<file path="config.mk">
export PLATFORM = sky130hd
export DESIGN_NAME = seq_status
export DESIGN_NICKNAME = d
export VERILOG_FILES = /design/src/rtl/seq_status_pkg.sv /design/src/rtl/seq_status.sv
export SDC_FILE = /design/constraint.sdc
export NUM_CORES = 1
export LEC_CHECK = 0
export ABC_AREA = 1
export BUFFER_PORTS_ARGS = -buffer_cell sky130_fd_sc_hd__buf_2
export CORE_AREA = 10 10 132 134
export DETAILED_ROUTE_END_ITERATION = 7
export DIE_AREA = 0 0 142 144
export PLACE_DENSITY = 0.81
export SLEW_MARGIN = 15
export SYNTH_ARGS = -nofsm -noshare
export SYNTH_HDL_FRONTEND = slang
export SYNTH_SLANG_ARGS = --single-unit
</file>
<file path="constraint.sdc">
create_clock -name clk -period 5.55 [get_ports clk]
set_input_delay 0.2775 -clock clk [delete_from_list [all_inputs] [get_ports clk]]
set_output_delay 0.2775 -clock clk [all_outputs]
set_load 0.05 [all_outputs]
</file>
<file path="src/rtl/seq_status_pkg.sv">
// Package: register map, status codes, steps and bus structs for target sequence status
package seq_status_pkg;

  // Register indices as printed; byte address is four times the index
  localparam logic [7:0] IDX_IRQ_CAUSE = 8'h05;
  localparam logic [7:0] IDX_SEQUENCE_STEP = 8'h06;
  localparam logic [7:0] IDX_SYNC_BYTE_PERIOD = 8'h06;
  localparam logic [7:0] IDX_SEQ_CONTROL = 8'h10;
  localparam logic [7:0] IDX_SEQ_FLAGS = 8'h11;
  localparam logic [7:0] IDX_FIFO_DATA = 8'h12;
  localparam logic [7:0] IDX_CLOCKS_PER_BYTE = 8'h13;

  // Interrupt status codes
  localparam logic [7:0] CODE_SEL_NOATN = 8'h01;
  localparam logic [7:0] CODE_SEL_NOATN_ATN = 8'h11;
  localparam logic [7:0] CODE_SEL_ATN = 8'h02;
  localparam logic [7:0] CODE_SEL_ATN_ATN = 8'h12;
  localparam logic [7:0] CODE_RECV_CMD = 8'h08;
  localparam logic [7:0] CODE_ATN_HALT = 8'h18;
  localparam logic [7:0] CODE_BUS_FREE = 8'h28;
  localparam logic [7:0] ATN_CODE_BIT = 8'h10;

  // Internal step values
  localparam logic [2:0] STEP_0 = 3'h0;
  localparam logic [2:0] STEP_1 = 3'h1;
  localparam logic [2:0] STEP_2 = 3'h2;
  localparam logic [2:0] STEP_4 = 3'h4;
  localparam logic [2:0] STEP_5 = 3'h5;
  localparam logic [2:0] STEP_6 = 3'h6;

  // Synchronous period
  localparam logic [4:0] PERIOD_RESET = 5'h05;
  localparam logic [4:0] PERIOD_MIN = 5'h04;
  localparam logic [5:0] PERIOD_WRAP_ADD = 6'h20;

  // Sequence commands (seq_control bits 2:0)
  localparam logic [2:0] CMD_SEL_NOATN = 3'h1;
  localparam logic [2:0] CMD_SEL_ATN = 3'h2;
  localparam logic [2:0] CMD_RECV_CMD = 3'h3;
  localparam logic [2:0] CMD_DISCONNECT = 3'h4;
  localparam logic [2:0] CMD_TERMINATE = 3'h5;
  localparam int CTRL_EXT_MSG_BIT = 3;
  localparam int CTRL_START_BIT = 7;

  localparam logic [7:0] NULL_MSG = 8'h00;
  localparam logic [7:0] IDENTIFY_BIT = 8'h80;
  localparam int CDB_MAX = 12;
  localparam logic [31:0] BUS_ERR_ZERO = 32'h0000_0000;

  typedef enum logic [2:0] {
    CL_NONE, CL_SEL, CL_MSG, CL_CMD, CL_SENT
  } byte_class_t;

  // One byte event from the SCSI phase engine
  typedef struct packed {
    logic valid;
    byte_class_t cls;
    logic [7:0] data;
    logic parity_err;
    logic last;
  } bus_byte_t;

  typedef struct packed {
    logic psel;
    logic penable;
    logic pwrite;
    logic [11:0] paddr;
    logic [31:0] pwdata;
  } apb_req_t;

endpackage : seq_status_pkg

</file>
<file path="src/rtl/seq_status.sv">
// Target-mode sequence status, receive FIFO load and synchronous period register
//
// Summary of operation
// - Select without ATN, full CDB: step 2, code 01
// - Select without ATN, CDB parity error: step 1, 01
// - ATN during command phase gives code 11
// - Select without ATN: bus ID then null message queued
// - Select ATN, option clear: one msg, CDB, step 2/02
// - Store ID and msg; bad msg halts step 0
// - Option clear, ATN held after msg: step 0/12
// - Option clear, CDB parity: step 1, 02 or 12
// - Option set: three msgs, CDB, step 6/02
// - Option set, ATN still true at end: 6/12
// - Option set, CDB parity after three msgs: step 5
// - Bad msg 2/3 or ATN held: step 4
// - ATN dropped after one msg: step 2 or 1
// - Receive command complete: step 2, 08 or 18
// - Receive command parity error: step 1, 08/18
// - Disconnect complete: bus free, step 2, 28
// - Disconnect ATN halt: 18, step 0 or 1
// - Terminate complete: bus free, step 2, 28
// - Terminate ATN halt: 18, step 0 or 1
// - Five-bit period in clocks per byte, minimum 4
// - Reset sets period to five clocks
// - Period bits 7:5 reserved, read zero
// - Codes 0..3 mean 32..35 clocks
`timescale 1ns/10ps
module seq_status
  import seq_status_pkg::*;
#(
  parameter int FIFO_DEPTH = 16
) (
  input wire logic clk, // 40 MHz clock
  input wire logic rstn, // Async reset, active low
  input wire logic soft_reset, // Soft reset pulse, same clock
  input wire logic psel, // APB select
  input wire logic penable, // APB enable
  input wire logic pwrite, // APB direction
  input wire logic [11:0] paddr, // APB byte address
  input wire logic [31:0] pwdata, // APB write data
  output logic [31:0] prdata, // APB read data
  output logic pready, // APB ready
  output logic pslverr, // APB error
  input wire logic [7:0] bus_data, // SCSI byte from the phase engine
  input wire logic bus_valid, // Byte strobe
  input wire logic [2:0] bus_class, // Byte class
  input wire logic bus_parity_err, // Parity error on this byte
  input wire logic bus_last, // Last CDB byte or last sent byte
  input wire logic atn_pin, // ATN from SCSI bus
  output logic seq_busy, // Sequence running
  output logic seq_done, // Completion or halt pulse
  output logic bus_free, // Target released bus
  output logic [4:0] period_code, // Programmed period code
  output logic [5:0] clocks_per_byte // Decoded clocks per byte
);

  initial begin
    if (FIFO_DEPTH < 2 || FIFO_DEPTH > 256) $error("FIFO_DEPTH out of range");
  end

  localparam int AW = $clog2(FIFO_DEPTH);

  ////////////////////////////////////////////////////////////////////////////
  // Synchroniser for ATN; the first stage is read only by the second

  logic atn_s1_r;
  logic atn_r;
  always_ff @(posedge clk or negedge rstn) begin
    if (!rstn) begin
      atn_s1_r <= 1'b0;
      atn_r <= 1'b0;
    end else begin
      atn_s1_r <= atn_pin;
      atn_r <= atn_s1_r;
    end
  end

  bus_byte_t in_b;
  always_comb begin
    in_b.valid = bus_valid;
    in_b.cls = byte_class_t'(bus_class);
    in_b.data = bus_data;
    in_b.parity_err = bus_parity_err;
    in_b.last = bus_last;
  end

  function automatic logic [5:0] decode_period(input logic [4:0] code);
    if (code < PERIOD_MIN) begin
      decode_period = PERIOD_WRAP_ADD + {1'b0, code};
    end else begin
      decode_period = {1'b0, code};
    end
  endfunction : decode_period

  ////////////////////////////////////////////////////////////////////////////
  // APB decode

  logic setup_ph;
  logic wr_acc;
  logic rd_acc;
  logic [9:0] widx;
  logic idx_hit;
  assign setup_ph = psel && !penable;
  assign widx = paddr[11:2];
  assign wr_acc = psel && penable && pwrite;
  assign rd_acc = psel && penable && !pwrite;
  assign idx_hit = (paddr[1:0] == 2'b00) && (widx[9:8] == 2'b00) && (
    widx[7:0] == IDX_IRQ_CAUSE || widx[7:0] == IDX_SEQUENCE_STEP ||
    widx[7:0] == IDX_SEQ_CONTROL || widx[7:0] == IDX_SEQ_FLAGS ||
    widx[7:0] == IDX_FIFO_DATA || widx[7:0] == IDX_CLOCKS_PER_BYTE);

  ////////////////////////////////////////////////////////////////////////////
  // Sequence state machine

  typedef enum {
    S_IDLE, S_SEL_ID, S_MSG1, S_MSG23, S_CDB, S_SEND
  } seq_state_t;

  seq_state_t state_r;
  logic [2:0] cmd_r;
  logic ext_r;
  logic [1:0] msg_cnt_r;
  logic sent_cnt_r;
  logic [2:0] step_r;
  logic [7:0] code_r;
  logic [7:0] base_code;
  logic start_req;
  logic finish;
  logic [2:0] fin_step;
  logic [7:0] fin_code;
  logic push;
  logic [7:0] push_data;
  logic push_null_r;

  assign start_req = wr_acc && idx_hit && widx[7:0] == IDX_SEQ_CONTROL && pwdata[CTRL_START_BIT];

  always_comb begin
    case (cmd_r)
      CMD_SEL_NOATN: base_code = CODE_SEL_NOATN;
      CMD_SEL_ATN: base_code = CODE_SEL_ATN;
      CMD_RECV_CMD: base_code = CODE_RECV_CMD;
      default: base_code = CODE_BUS_FREE;
    endcase
  end

  // Decide completions and halts, and which bytes go to the FIFO
  always_comb begin
    finish = 1'b0;
    fin_step = STEP_0;
    fin_code = base_code;
    push = 1'b0;
    push_data = in_b.data;
    if (push_null_r) begin
      push = 1'b1;
      push_data = NULL_MSG;
    end else if (in_b.valid) begin
      case (state_r)
        S_SEL_ID: begin
          push = in_b.cls == CL_SEL;
        end
        S_MSG1: begin
          push = in_b.cls == CL_MSG;
          if (in_b.cls == CL_MSG && (in_b.parity_err || !in_b.data[7])) begin
            finish = 1'b1;
            fin_step = STEP_0;
            fin_code = atn_r ? CODE_SEL_ATN_ATN : CODE_SEL_ATN;
          end else if (in_b.cls == CL_MSG && atn_r && !ext_r) begin
            finish = 1'b1;
            fin_step = STEP_0;
            fin_code = CODE_SEL_ATN_ATN;
          end
        end
        S_MSG23: begin
          push = in_b.cls == CL_MSG;
          if (in_b.cls == CL_MSG && in_b.parity_err) begin
            finish = 1'b1;
            fin_step = STEP_4;
            fin_code = CODE_SEL_ATN;
          end else if (in_b.cls == CL_MSG && msg_cnt_r == 2'd2 && atn_r) begin
            finish = 1'b1;
            fin_step = STEP_4;
            fin_code = CODE_SEL_ATN_ATN;
          end
        end
        S_CDB: begin
          push = in_b.cls == CL_CMD;
          if (in_b.cls == CL_CMD && (in_b.parity_err || in_b.last)) begin
            finish = 1'b1;
            fin_code = atn_r ? (base_code | ATN_CODE_BIT) : base_code;
            if (msg_cnt_r == 2'd3) begin
              fin_step = in_b.parity_err ? STEP_5 : STEP_6;
            end else begin
              fin_step = in_b.parity_err ? STEP_1 : STEP_2;
            end
            if (cmd_r == CMD_RECV_CMD) begin
              fin_code = atn_r ? CODE_ATN_HALT : CODE_RECV_CMD;
            end
          end
        end
        S_SEND: begin
          if (in_b.cls == CL_SENT && atn_r) begin
            finish = 1'b1;
            fin_step = sent_cnt_r ? STEP_1 : STEP_0;
            fin_code = CODE_ATN_HALT;
          end else if (in_b.cls == CL_SENT && in_b.last) begin
            finish = 1'b1;
            fin_step = STEP_2;
            fin_code = CODE_BUS_FREE;
          end
        end
        default: ;
      endcase
    end
  end

  always_ff @(posedge clk or negedge rstn) begin
    if (!rstn) begin
      state_r <= S_IDLE;
      cmd_r <= 3'h0;
      ext_r <= 1'b0;
      msg_cnt_r <= 2'd0;
      sent_cnt_r <= 1'b0;
      push_null_r <= 1'b0;
    end else if (soft_reset) begin
      state_r <= S_IDLE;
      push_null_r <= 1'b0;
    end else begin
      push_null_r <= 1'b0;
      if (finish) begin
        state_r <= S_IDLE;
      end else begin
        case (state_r)
          S_IDLE: begin
            if (start_req) begin
              cmd_r <= pwdata[2:0];
              ext_r <= pwdata[CTRL_EXT_MSG_BIT];
              msg_cnt_r <= 2'd0;
              sent_cnt_r <= 1'b0;
              case (pwdata[2:0])
                CMD_SEL_NOATN, CMD_SEL_ATN: state_r <= S_SEL_ID;
                CMD_RECV_CMD: state_r <= S_CDB;
                CMD_DISCONNECT, CMD_TERMINATE: state_r <= S_SEND;
                default: state_r <= S_IDLE;
              endcase
            end
          end
          S_SEL_ID: begin
            if (in_b.valid && in_b.cls == CL_SEL) begin
              if (cmd_r == CMD_SEL_NOATN) begin
                push_null_r <= 1'b1;
                state_r <= S_CDB;
              end else begin
                state_r <= S_MSG1;
              end
            end
          end
          S_MSG1: begin
            if (in_b.valid && in_b.cls == CL_MSG) begin
              msg_cnt_r <= 2'd1;
              state_r <= (ext_r && atn_r) ? S_MSG23 : S_CDB;
            end
          end
          S_MSG23: begin
            if (in_b.valid && in_b.cls == CL_MSG) begin
              msg_cnt_r <= msg_cnt_r + 2'd1;
              if (msg_cnt_r == 2'd2) begin
                state_r <= S_CDB;
              end
            end
          end
          S_SEND: begin
            if (in_b.valid && in_b.cls == CL_SENT) begin
              sent_cnt_r <= 1'b1;
            end
          end
          default: ;
        endcase
      end
    end
  end

  // Step and code change only together, at the done pulse or a soft reset
  always_ff @(posedge clk or negedge rstn) begin
    if (!rstn) begin
      step_r <= STEP_0;
      code_r <= 8'h00;
      seq_done <= 1'b0;
      bus_free <= 1'b0;
      seq_busy <= 1'b0;
    end else if (soft_reset) begin
      step_r <= STEP_0;
      code_r <= 8'h00;
      seq_done <= 1'b0;
      bus_free <= 1'b0;
      seq_busy <= 1'b0;
    end else begin
      seq_done <= finish;
      seq_busy <= finish ? 1'b0 : (state_r != S_IDLE || start_req);
      if (finish) begin
        step_r <= fin_step;
        code_r <= fin_code;
        bus_free <= fin_code == CODE_BUS_FREE;
      end else if (start_req) begin
        bus_free <= 1'b0;
      end
    end
  end

  ////////////////////////////////////////////////////////////////////////////
  // Receive FIFO; overflow drops the byte and raises a sticky flag

  logic [7:0] fifo_mem [FIFO_DEPTH];
  logic [AW-1:0] wp_r;
  logic [AW-1:0] rp_r;
  logic [AW:0] cnt_r;
  logic ovf_r;
  logic pop;
  logic do_push;
  assign pop = rd_acc && idx_hit && widx[7:0] == IDX_FIFO_DATA && cnt_r != '0;
  assign do_push = push && cnt_r != (AW+1)'(FIFO_DEPTH);

  always_ff @(posedge clk) begin
    if (do_push) begin
      fifo_mem[wp_r] <= push_data;
    end
  end

  always_ff @(posedge clk or negedge rstn) begin
    if (!rstn) begin
      wp_r <= '0;
      rp_r <= '0;
      cnt_r <= '0;
      ovf_r <= 1'b0;
    end else if (soft_reset || start_req) begin
      wp_r <= '0;
      rp_r <= '0;
      cnt_r <= '0;
      ovf_r <= 1'b0;
    end else begin
      if (do_push) begin
        wp_r <= (wp_r == AW'(FIFO_DEPTH - 1)) ? '0 : wp_r + 1'b1;
      end
      if (pop) begin
        rp_r <= (rp_r == AW'(FIFO_DEPTH - 1)) ? '0 : rp_r + 1'b1;
      end
      cnt_r <= cnt_r + (AW+1)'(do_push) - (AW+1)'(pop);
      if (push && !do_push) begin
        ovf_r <= 1'b1;
      end
    end
  end

  ////////////////////////////////////////////////////////////////////////////
  // Synchronous period register

  logic [4:0] period_r;
  always_ff @(posedge clk or negedge rstn) begin
    if (!rstn) begin
      period_r <= PERIOD_RESET;
    end else if (soft_reset) begin
      period_r <= PERIOD_RESET;
    end else if (wr_acc && idx_hit && widx[7:0] == IDX_SYNC_BYTE_PERIOD) begin
      period_r <= pwdata[4:0];
    end
  end

  always_ff @(posedge clk or negedge rstn) begin
    if (!rstn) begin
      period_code <= PERIOD_RESET;
      clocks_per_byte <= {1'b0, PERIOD_RESET};
    end else begin
      period_code <= period_r;
      clocks_per_byte <= decode_period(period_r);
    end
  end

  ////////////////////////////////////////////////////////////////////////////
  // APB answer: no wait states, registered read data

  always_ff @(posedge clk or negedge rstn) begin
    if (!rstn) begin
      pready <= 1'b0;
      pslverr <= 1'b0;
      prdata <= BUS_ERR_ZERO;
    end else begin
      pready <= setup_ph;
      pslverr <= setup_ph && !idx_hit;
      if (setup_ph && !pwrite) begin
        case (widx[7:0])
          IDX_IRQ_CAUSE: prdata <= {24'h00_0000, code_r};
          IDX_SEQUENCE_STEP: prdata <= {29'h0000_0000, step_r};
          IDX_SEQ_CONTROL: prdata <= {24'h00_0000, 4'h0, ext_r, cmd_r};
          IDX_SEQ_FLAGS: prdata <= (32'(cnt_r) << 5) | {29'h0000_0000, ovf_r, bus_free, seq_busy};
          IDX_FIFO_DATA: prdata <= {24'h00_0000, fifo_mem[rp_r]};
          IDX_CLOCKS_PER_BYTE: prdata <= {26'h000_0000, decode_period(period_r)};
          default: prdata <= BUS_ERR_ZERO;
        endcase
      end
    end
  end

endmodule : seq_status

</file>
After elaboration in Yosys (flattened, before gate mapping):

Memories as Yosys holds them, arrays and structs flattened.
Cells that the tools add are included.

* flip-flop bits (word level): 120
* bits in latches: 0
* RAM bits: 128
* bits in read-only memories: 0
* output and inout port bits: 48
* logic and storage cells: 226
* memories kept: 1

Memories
* fifo_mem: depth 16, width 8, rd ports 1, clocked after Yosys merged registers in 0, wr ports 1, line seq_status.sv:312 `logic [7:0] fifo_mem [FIFO_DEPTH];`

* add/sub/neg operators: 6
* multipliers: 0
* div/mod/pow operators: 0
* order comparisons: 1
* eq/ne operators: 38
* shift-type cells: 0
* mux-type cells: 88
* bitwise logic cells: 3
* reductions and logical operators: 66

Operators by type and width (number)
* two-way mux 32 bit: 7
* one-hot mux 32 bit (6 select lines): 1
* one-hot mux 32 bit (4 select lines): 1
* == test 32 x 2 -> 1 bit, second input constant: 2
* == test 32 x 3 -> 1 bit, second input constant: 2
* two-way mux 8 bit: 8
* two-way mux 6 bit: 6
* == test 32 x 1 -> 1 bit, second input constant: 1
* == test 8 x 5 -> 1 bit, second input constant: 4
* logical NOT 32 bit: 1
* one-hot mux 8 bit (4 select lines): 1
* nonzero test 32 bit: 1
* logical AND 1 bit: 30
* two-way mux 3 bit: 10
* two-way mux 5 bit: 6
* two-way mux 1 bit: 28
* two-way mux 4 bit: 6
* != test 4 bit, second input constant: 5
* == test 3 x 2 -> 1 bit, second input constant: 6
* one-hot mux 3 bit (3 select lines): 2
* one-hot mux 6 bit (3 select lines): 1
* == test 8 x 3 -> 1 bit, second input constant: 2
* two-way mux 2 bit: 7
* AND reduction 6 bit: 2
* other kinds (29): 62

Longest topological paths before layout:

* word-level depth: 14
* depth in mapped cells: 18
* depth with buffers taken out: 18

Worst setup path before layout:

No wires, ideal clock.

* path kind: flip-flop to flip-flop
* start: register state_r[1]
* end: register cnt_r[4]
* arrival time: 2.551 ns
* setup slack: 2.926 ns
* stages on the path, launching flop included: 18
* clock period less this slack: 2.624 ns
* cells stage by stage: dfrtp_1 -> nor2_2 -> nand2_4 -> nor2_2 -> a21oi_1 -> o21ai_1 -> nand2_1 -> nand2_2 -> nand2_4 -> ha_1 -> inv_1 -> ha_1 -> inv_1 -> fa_1 -> o21ai_0 -> a21oi_1 -> xor2_1 -> nor2_1

* longest elaborated chain between the ends: 9

RTL lines
* start: declaration: line seq_status.sv:119 `seq_state_t state_r;`
* start signal: assignment: line seq_status.sv:260 `state_r <= (ext_r && atn_r) ? S_MSG23 : S_CDB;`
* == test 32 x 2 -> 1 bit: line seq_status.sv:157 `case (state_r)`
* OR reduction 2 bit (no line)
* one-hot mux 1 bit (3 select lines) *: line seq_status.sv:157
* two-way mux 1 bit *: line seq_status.sv:156 `end else if (in_b.valid) begin`
* two-way mux 1 bit *: line seq_status.sv:153 `if (push_null_r) begin`
* logical AND 1 bit *: line seq_status.sv:320 `assign do_push = push && cnt_r != (AW+1)'(FIFO_DEPTH);`
* adder 5 x 1 -> 5 bit *: line seq_status.sv:346 `cnt_r <= cnt_r + (AW+1)'(do_push) - (AW+1)'(pop);`
* subtractor 5 x 1 -> 5 bit *: line seq_status.sv:346
* two-way mux 5 bit *: line seq_status.sv:334 `end else if (soft_reset || start_req) begin`
* end signal: assignment: line seq_status.sv:346
* end: declaration: line seq_status.sv:315 `logic [AW:0] cnt_r;`

Mark *: on every way between the ends. The rest lies on a longest branch, timed or not.
A chain may end at the register's enable or synchronous reset.

Worst setup path after layout:

* start: register state_r[2]
* end: register cnt_r[4]

The elaborated chain is that of the path after synthesis.

==> flow_summary.json <==
{
  "period_needed_ns": 3.11,
  "drt_iter0_markers": 636,
  "drtAntennaViolNets": 0,
  "switchingPower_uw": 622,
  "slew_headroom_pct": 20.4,
  "wl_per_cell_um": 18.8,
  "finClkSkew_ns": 0.0137,
  "antenna_found_initial": 0,
  "drc": 0,
  "core_region_area_mm2": 0.0149,
  "clk_path_buf_depth": 2,
  "start_util_pct": 61.4,
  "fin_util_pct": 68.0,
  "p_leak_nw": 4.28,
  "clockPowerShare_pct": 44.1,
  "cpPeakStageDelay_ns": 0.60,
  "ir_worst_vdd_mv": 0.226,
  "ys_seq_area_share_pct": 58.9,
  "antenna_cells": 0,
  "hold_buffers": 1,
  "ys_seq_elements": 189,
  "drive_gt1_share_pct": 16.9,
  "setup_viol_count_final": 0,
  "postSynthAreaPerCell_um2": 9.73,
  "dieArea_mm2": 0.0204,
  "grt_overflow": 0,
  "firstDrtPassIters": 6,
  "ctsRootBufferMaster": "clkbuf_16",
  "hold_ws_ns": -0.00509,
  "dp.cells": 1163,
  "die_h_um": 144,
  "synth-edff-count": 128,
  "final_cell_count_no_fill": 1195,
  "fin_nets": 1074,
  "status": "finished, violations left",
  "slew_viol_final": 0,
  "numCtsBuffers": 17,
  "tightest_slew_ns": 1.19,
  "grt_usage_pct": 21.9,
  "cts.sinks": 189,
  "postSynthCellCount": 938,
  "min_path_type": "input port to async pin",
  "synthArstFlopShare_pct": 32.3,
  "cts_setup_buffers": 0,
  "setup_ws_ns": 2.44,
  "end_kind": "flip-flop",
  "grt_pass1_vias": 6529,
  "maxCapViolCount": 0,
  "tritoncts": "done",
  "clkSlewWorstSetupHoldPaths_ns": 0.07,
  "grt_pass1_wl_um": 34600,
  "critPathKind": "flip-flop to flip-flop",
  "cts_resized": 0,
  "power_frac_comb_pct": 3.9,
  "hold_viol_final": 1,
  "critPathMostFrequentCell": "inv_1",
  "swShare_pct": 21.4,
  "vias_per_cell": 5.78,
  "power.density_mw_per_mm2": 287,
  "critPathRequiredTime_ns": 5.92,
  "grt_max_degree": 76,
  "clk_latency_ns": 0.44,
  "synth_ff_type": "edfxtp_1",
  "fp-row-count": 45,
  "syn_to_final_growth_pct": 10.8,
  "p_int_mw": 2.28,
  "worstPathCellList": "inv_1, nand2_1, inv_1, a21oi_1, o21ai_1, nand2_1, nand2_2, nand2_4, ha_1, inv_1, ha_1, inv_1, fa_1, o21ai_0, a21oi_1, xor2_1, nor2_1",
  "netlist_area_mm2": 0.00913,
  "routabilityCongestion": 0.919,
  "min_period_over_period_pct": 56.0,
  "fmax_mhz": 322,
  "ys_warn_count": 0,
  "vias": 6908,
  "htreeDepth": 4,
  "violations": "negative hold slack",
  "rsz0062_at_grt": "false",
  "setup_tns_ns": 0,
  "cp_max_fo": 10,
  "wirelength_um": 22500,
  "arrival_ns": 3.48,
  "hpwlAfterDp_um": 15200,
  "yosysUniqueCellTypes": 48,
  "portBuffers": 64,
  "crit_slowest_cell": "dfrtp_1",
  "cp-start-kind": "flip-flop",
  "die_w_um": 142,
  "ioPinCount": 113,
  "r2r_cells": 17,
  "dp_slack_ns": 2.58,
  "p_seq_share_pct": 52.0
}
-- cells in the final DEF, fill, tap and decap left out, types with 5 or more instances in the layout --
master / Yosys / routed
nand3_1: 55 / 55
nand3_2: 9 / 9
conb_1: 1 / 22
o21ai_0: 79 / 79
inv_2: 12 / 12
a21oi_1: 25 / 25
nand2_2: 14 / 14
dfrtp_1: 57 / 56
nor3_1: 8 / 8
nor2_1: 112 / 110
o211ai_1: 9 / 9
nand2_1: 197 / 197
inv_1: 82 / 82
clkbuf_16: 0 / 17
buf_2: 10 / 64
edfxtp_1: 128 / 128
nor2_2: 9 / 11
nand4_1: 14 / 14
o22ai_1: 8 / 8
nand2_4: 5 / 5
ha_1: 13 / 13
-- per-stage QoR --
| step | hold slack (ns) | area, µm² | power (mW) |
|---|---|---|---|
| 6_report | -0.00509 | 10100 | 2.91 |
| 5_1_grt | 0.0198 | 10100 | 2.98 |
| 4_1_cts | 0.0165 | 10100 | 2.91 |
| 3_5_place_dp | 0.336 | 9480 | 1.65 |
| 3_3_place_gp | 0.331 | 9480 | 1.65 |
| 2_1_floorplan | -0.0181 | 9210 | 1.62 |
-- path summary, 6_finish.rpt --
kind	startpoint	endpoint	slack, ns
worst max-delay path	state_r[2]$_DFFE_PN0P_	cnt_r[4]$_DFF_PN0_	2.44
worst min-delay path	rstn	prdata[5]$_DFFE_PN0P_	-0.005
worst max register to register	state_r[2]$_DFFE_PN0P_	cnt_r[4]$_DFF_PN0_	2.44
worst min register to register	atn_s1_r$_DFF_PN0_	atn_r$_DFF_PN0_	0.35
max in group asynchronous	rstn	rp_r[0]$_DFFE_PN0P_	5.00
min in group clk	penable	pslverr$_DFF_PN0_	0.02
-- cells by family (layout without fill, tap and decap cells) --
family	after synthesis	after routing	share of synthesized area, %
flops	189	189	58.9
xor+xnor	3	3	0.288
simple gates	435	435	21.9
fa+ha+maj	14	14	2.00
compound gates	147	147	9.46
other cells	1	22	0.0411
buf+inv	149	197	7.43
-- critical path: cells and delay by family, from the launching register on --
family | cells | cell delay (ns)
buffers and inverters | 4 | 0.31
AND/OR/NAND/NOR | 5 | 0.60
AO/OA/AOI/OAI | 4 | 0.58
adder cells (fa/ha/maj) | 3 | 0.79
XOR/XNOR | 1 | 0.15
flip-flops | 1 | 0.60
-- power groups by stage --
stage	registers (mW)	logic, mW	clock network [mW]
2_1_floorplan	1.54	0.0770	0
3_3_place_gp	1.54	0.110	0
3_5_place_dp	1.54	0.113	0
4_1_cts	1.51	0.114	1.29
5_1_grt	1.51	0.124	1.35
6_report	1.51	0.115	1.28
-- flip-flops by register name (all words and copies together) (netlist names), 2 cells and up --
register / cells
clocks_per_byte: 6
cnt_r: 5
period_r: 5
cmd_r: 3
state_r: 3
msg_cnt_r: 2
wp_r: 4
code_r: 5
step_r: 3
prdata: 10
fifo_mem: 128
rp_r: 4
-- Yosys cell counts (2+ instances only) --
library cell    n  area [µm²]
a211oi_1        2        15.0
a21oi_1        25         125
a21oi_4         2        32.5
a31oi_1         4        25.0
buf_2          10        50.1
buf_4          28         210
clkbuf_1       13        48.8
clkinv_1        2        7.51
dfrtp_1        57        1430
dfstp_2         4         105
edfxtp_1      128        3840
ha_1           13         163
inv_1          82         308
inv_2          12        45.0
nand2_1       197         739
nand2_2        14        87.6
nand2_4         5        56.3
nand3_1        55         275
nand3_2         9        90.1
nand3_4         2        35.0
nand4_1        14        87.6
nor2_1        112         420
nor2_2          9        56.3
nor2_4          4        45.0
nor3_1          8        40.0
nor4_1          3        18.8
o211ai_1        9        67.6
o21ai_0        79         395
o21ai_1         3        15.0
o21ai_2         4        35.0
o221ai_1        3        26.3
o22a_1          2        17.5
o22ai_1         8        50.1
xor2_1          2        17.5
-- final cells by class --
type	count	area [µm²]
clock buffer	18	429
clock inverter	13	188
fill	1101	4750
inverter	97	365
multi-input combinational	621	3160
sequential	189	5380
tap	188	235
timing repair buffer	69	360
-- per-layer routing --
metal / track usage (%) / vias to the layer above / share of wire, %
met2: 36.7 / 318 / 50
met3: 5.02 / 48 / 8.0
li1: - / 3235 / -
met5: 0 / - / 0
met4: 7.80 / 0 / 2.3
met1: 27.2 / 3307 / 39
Note: power is estimated with default switching activity, not from simulation.
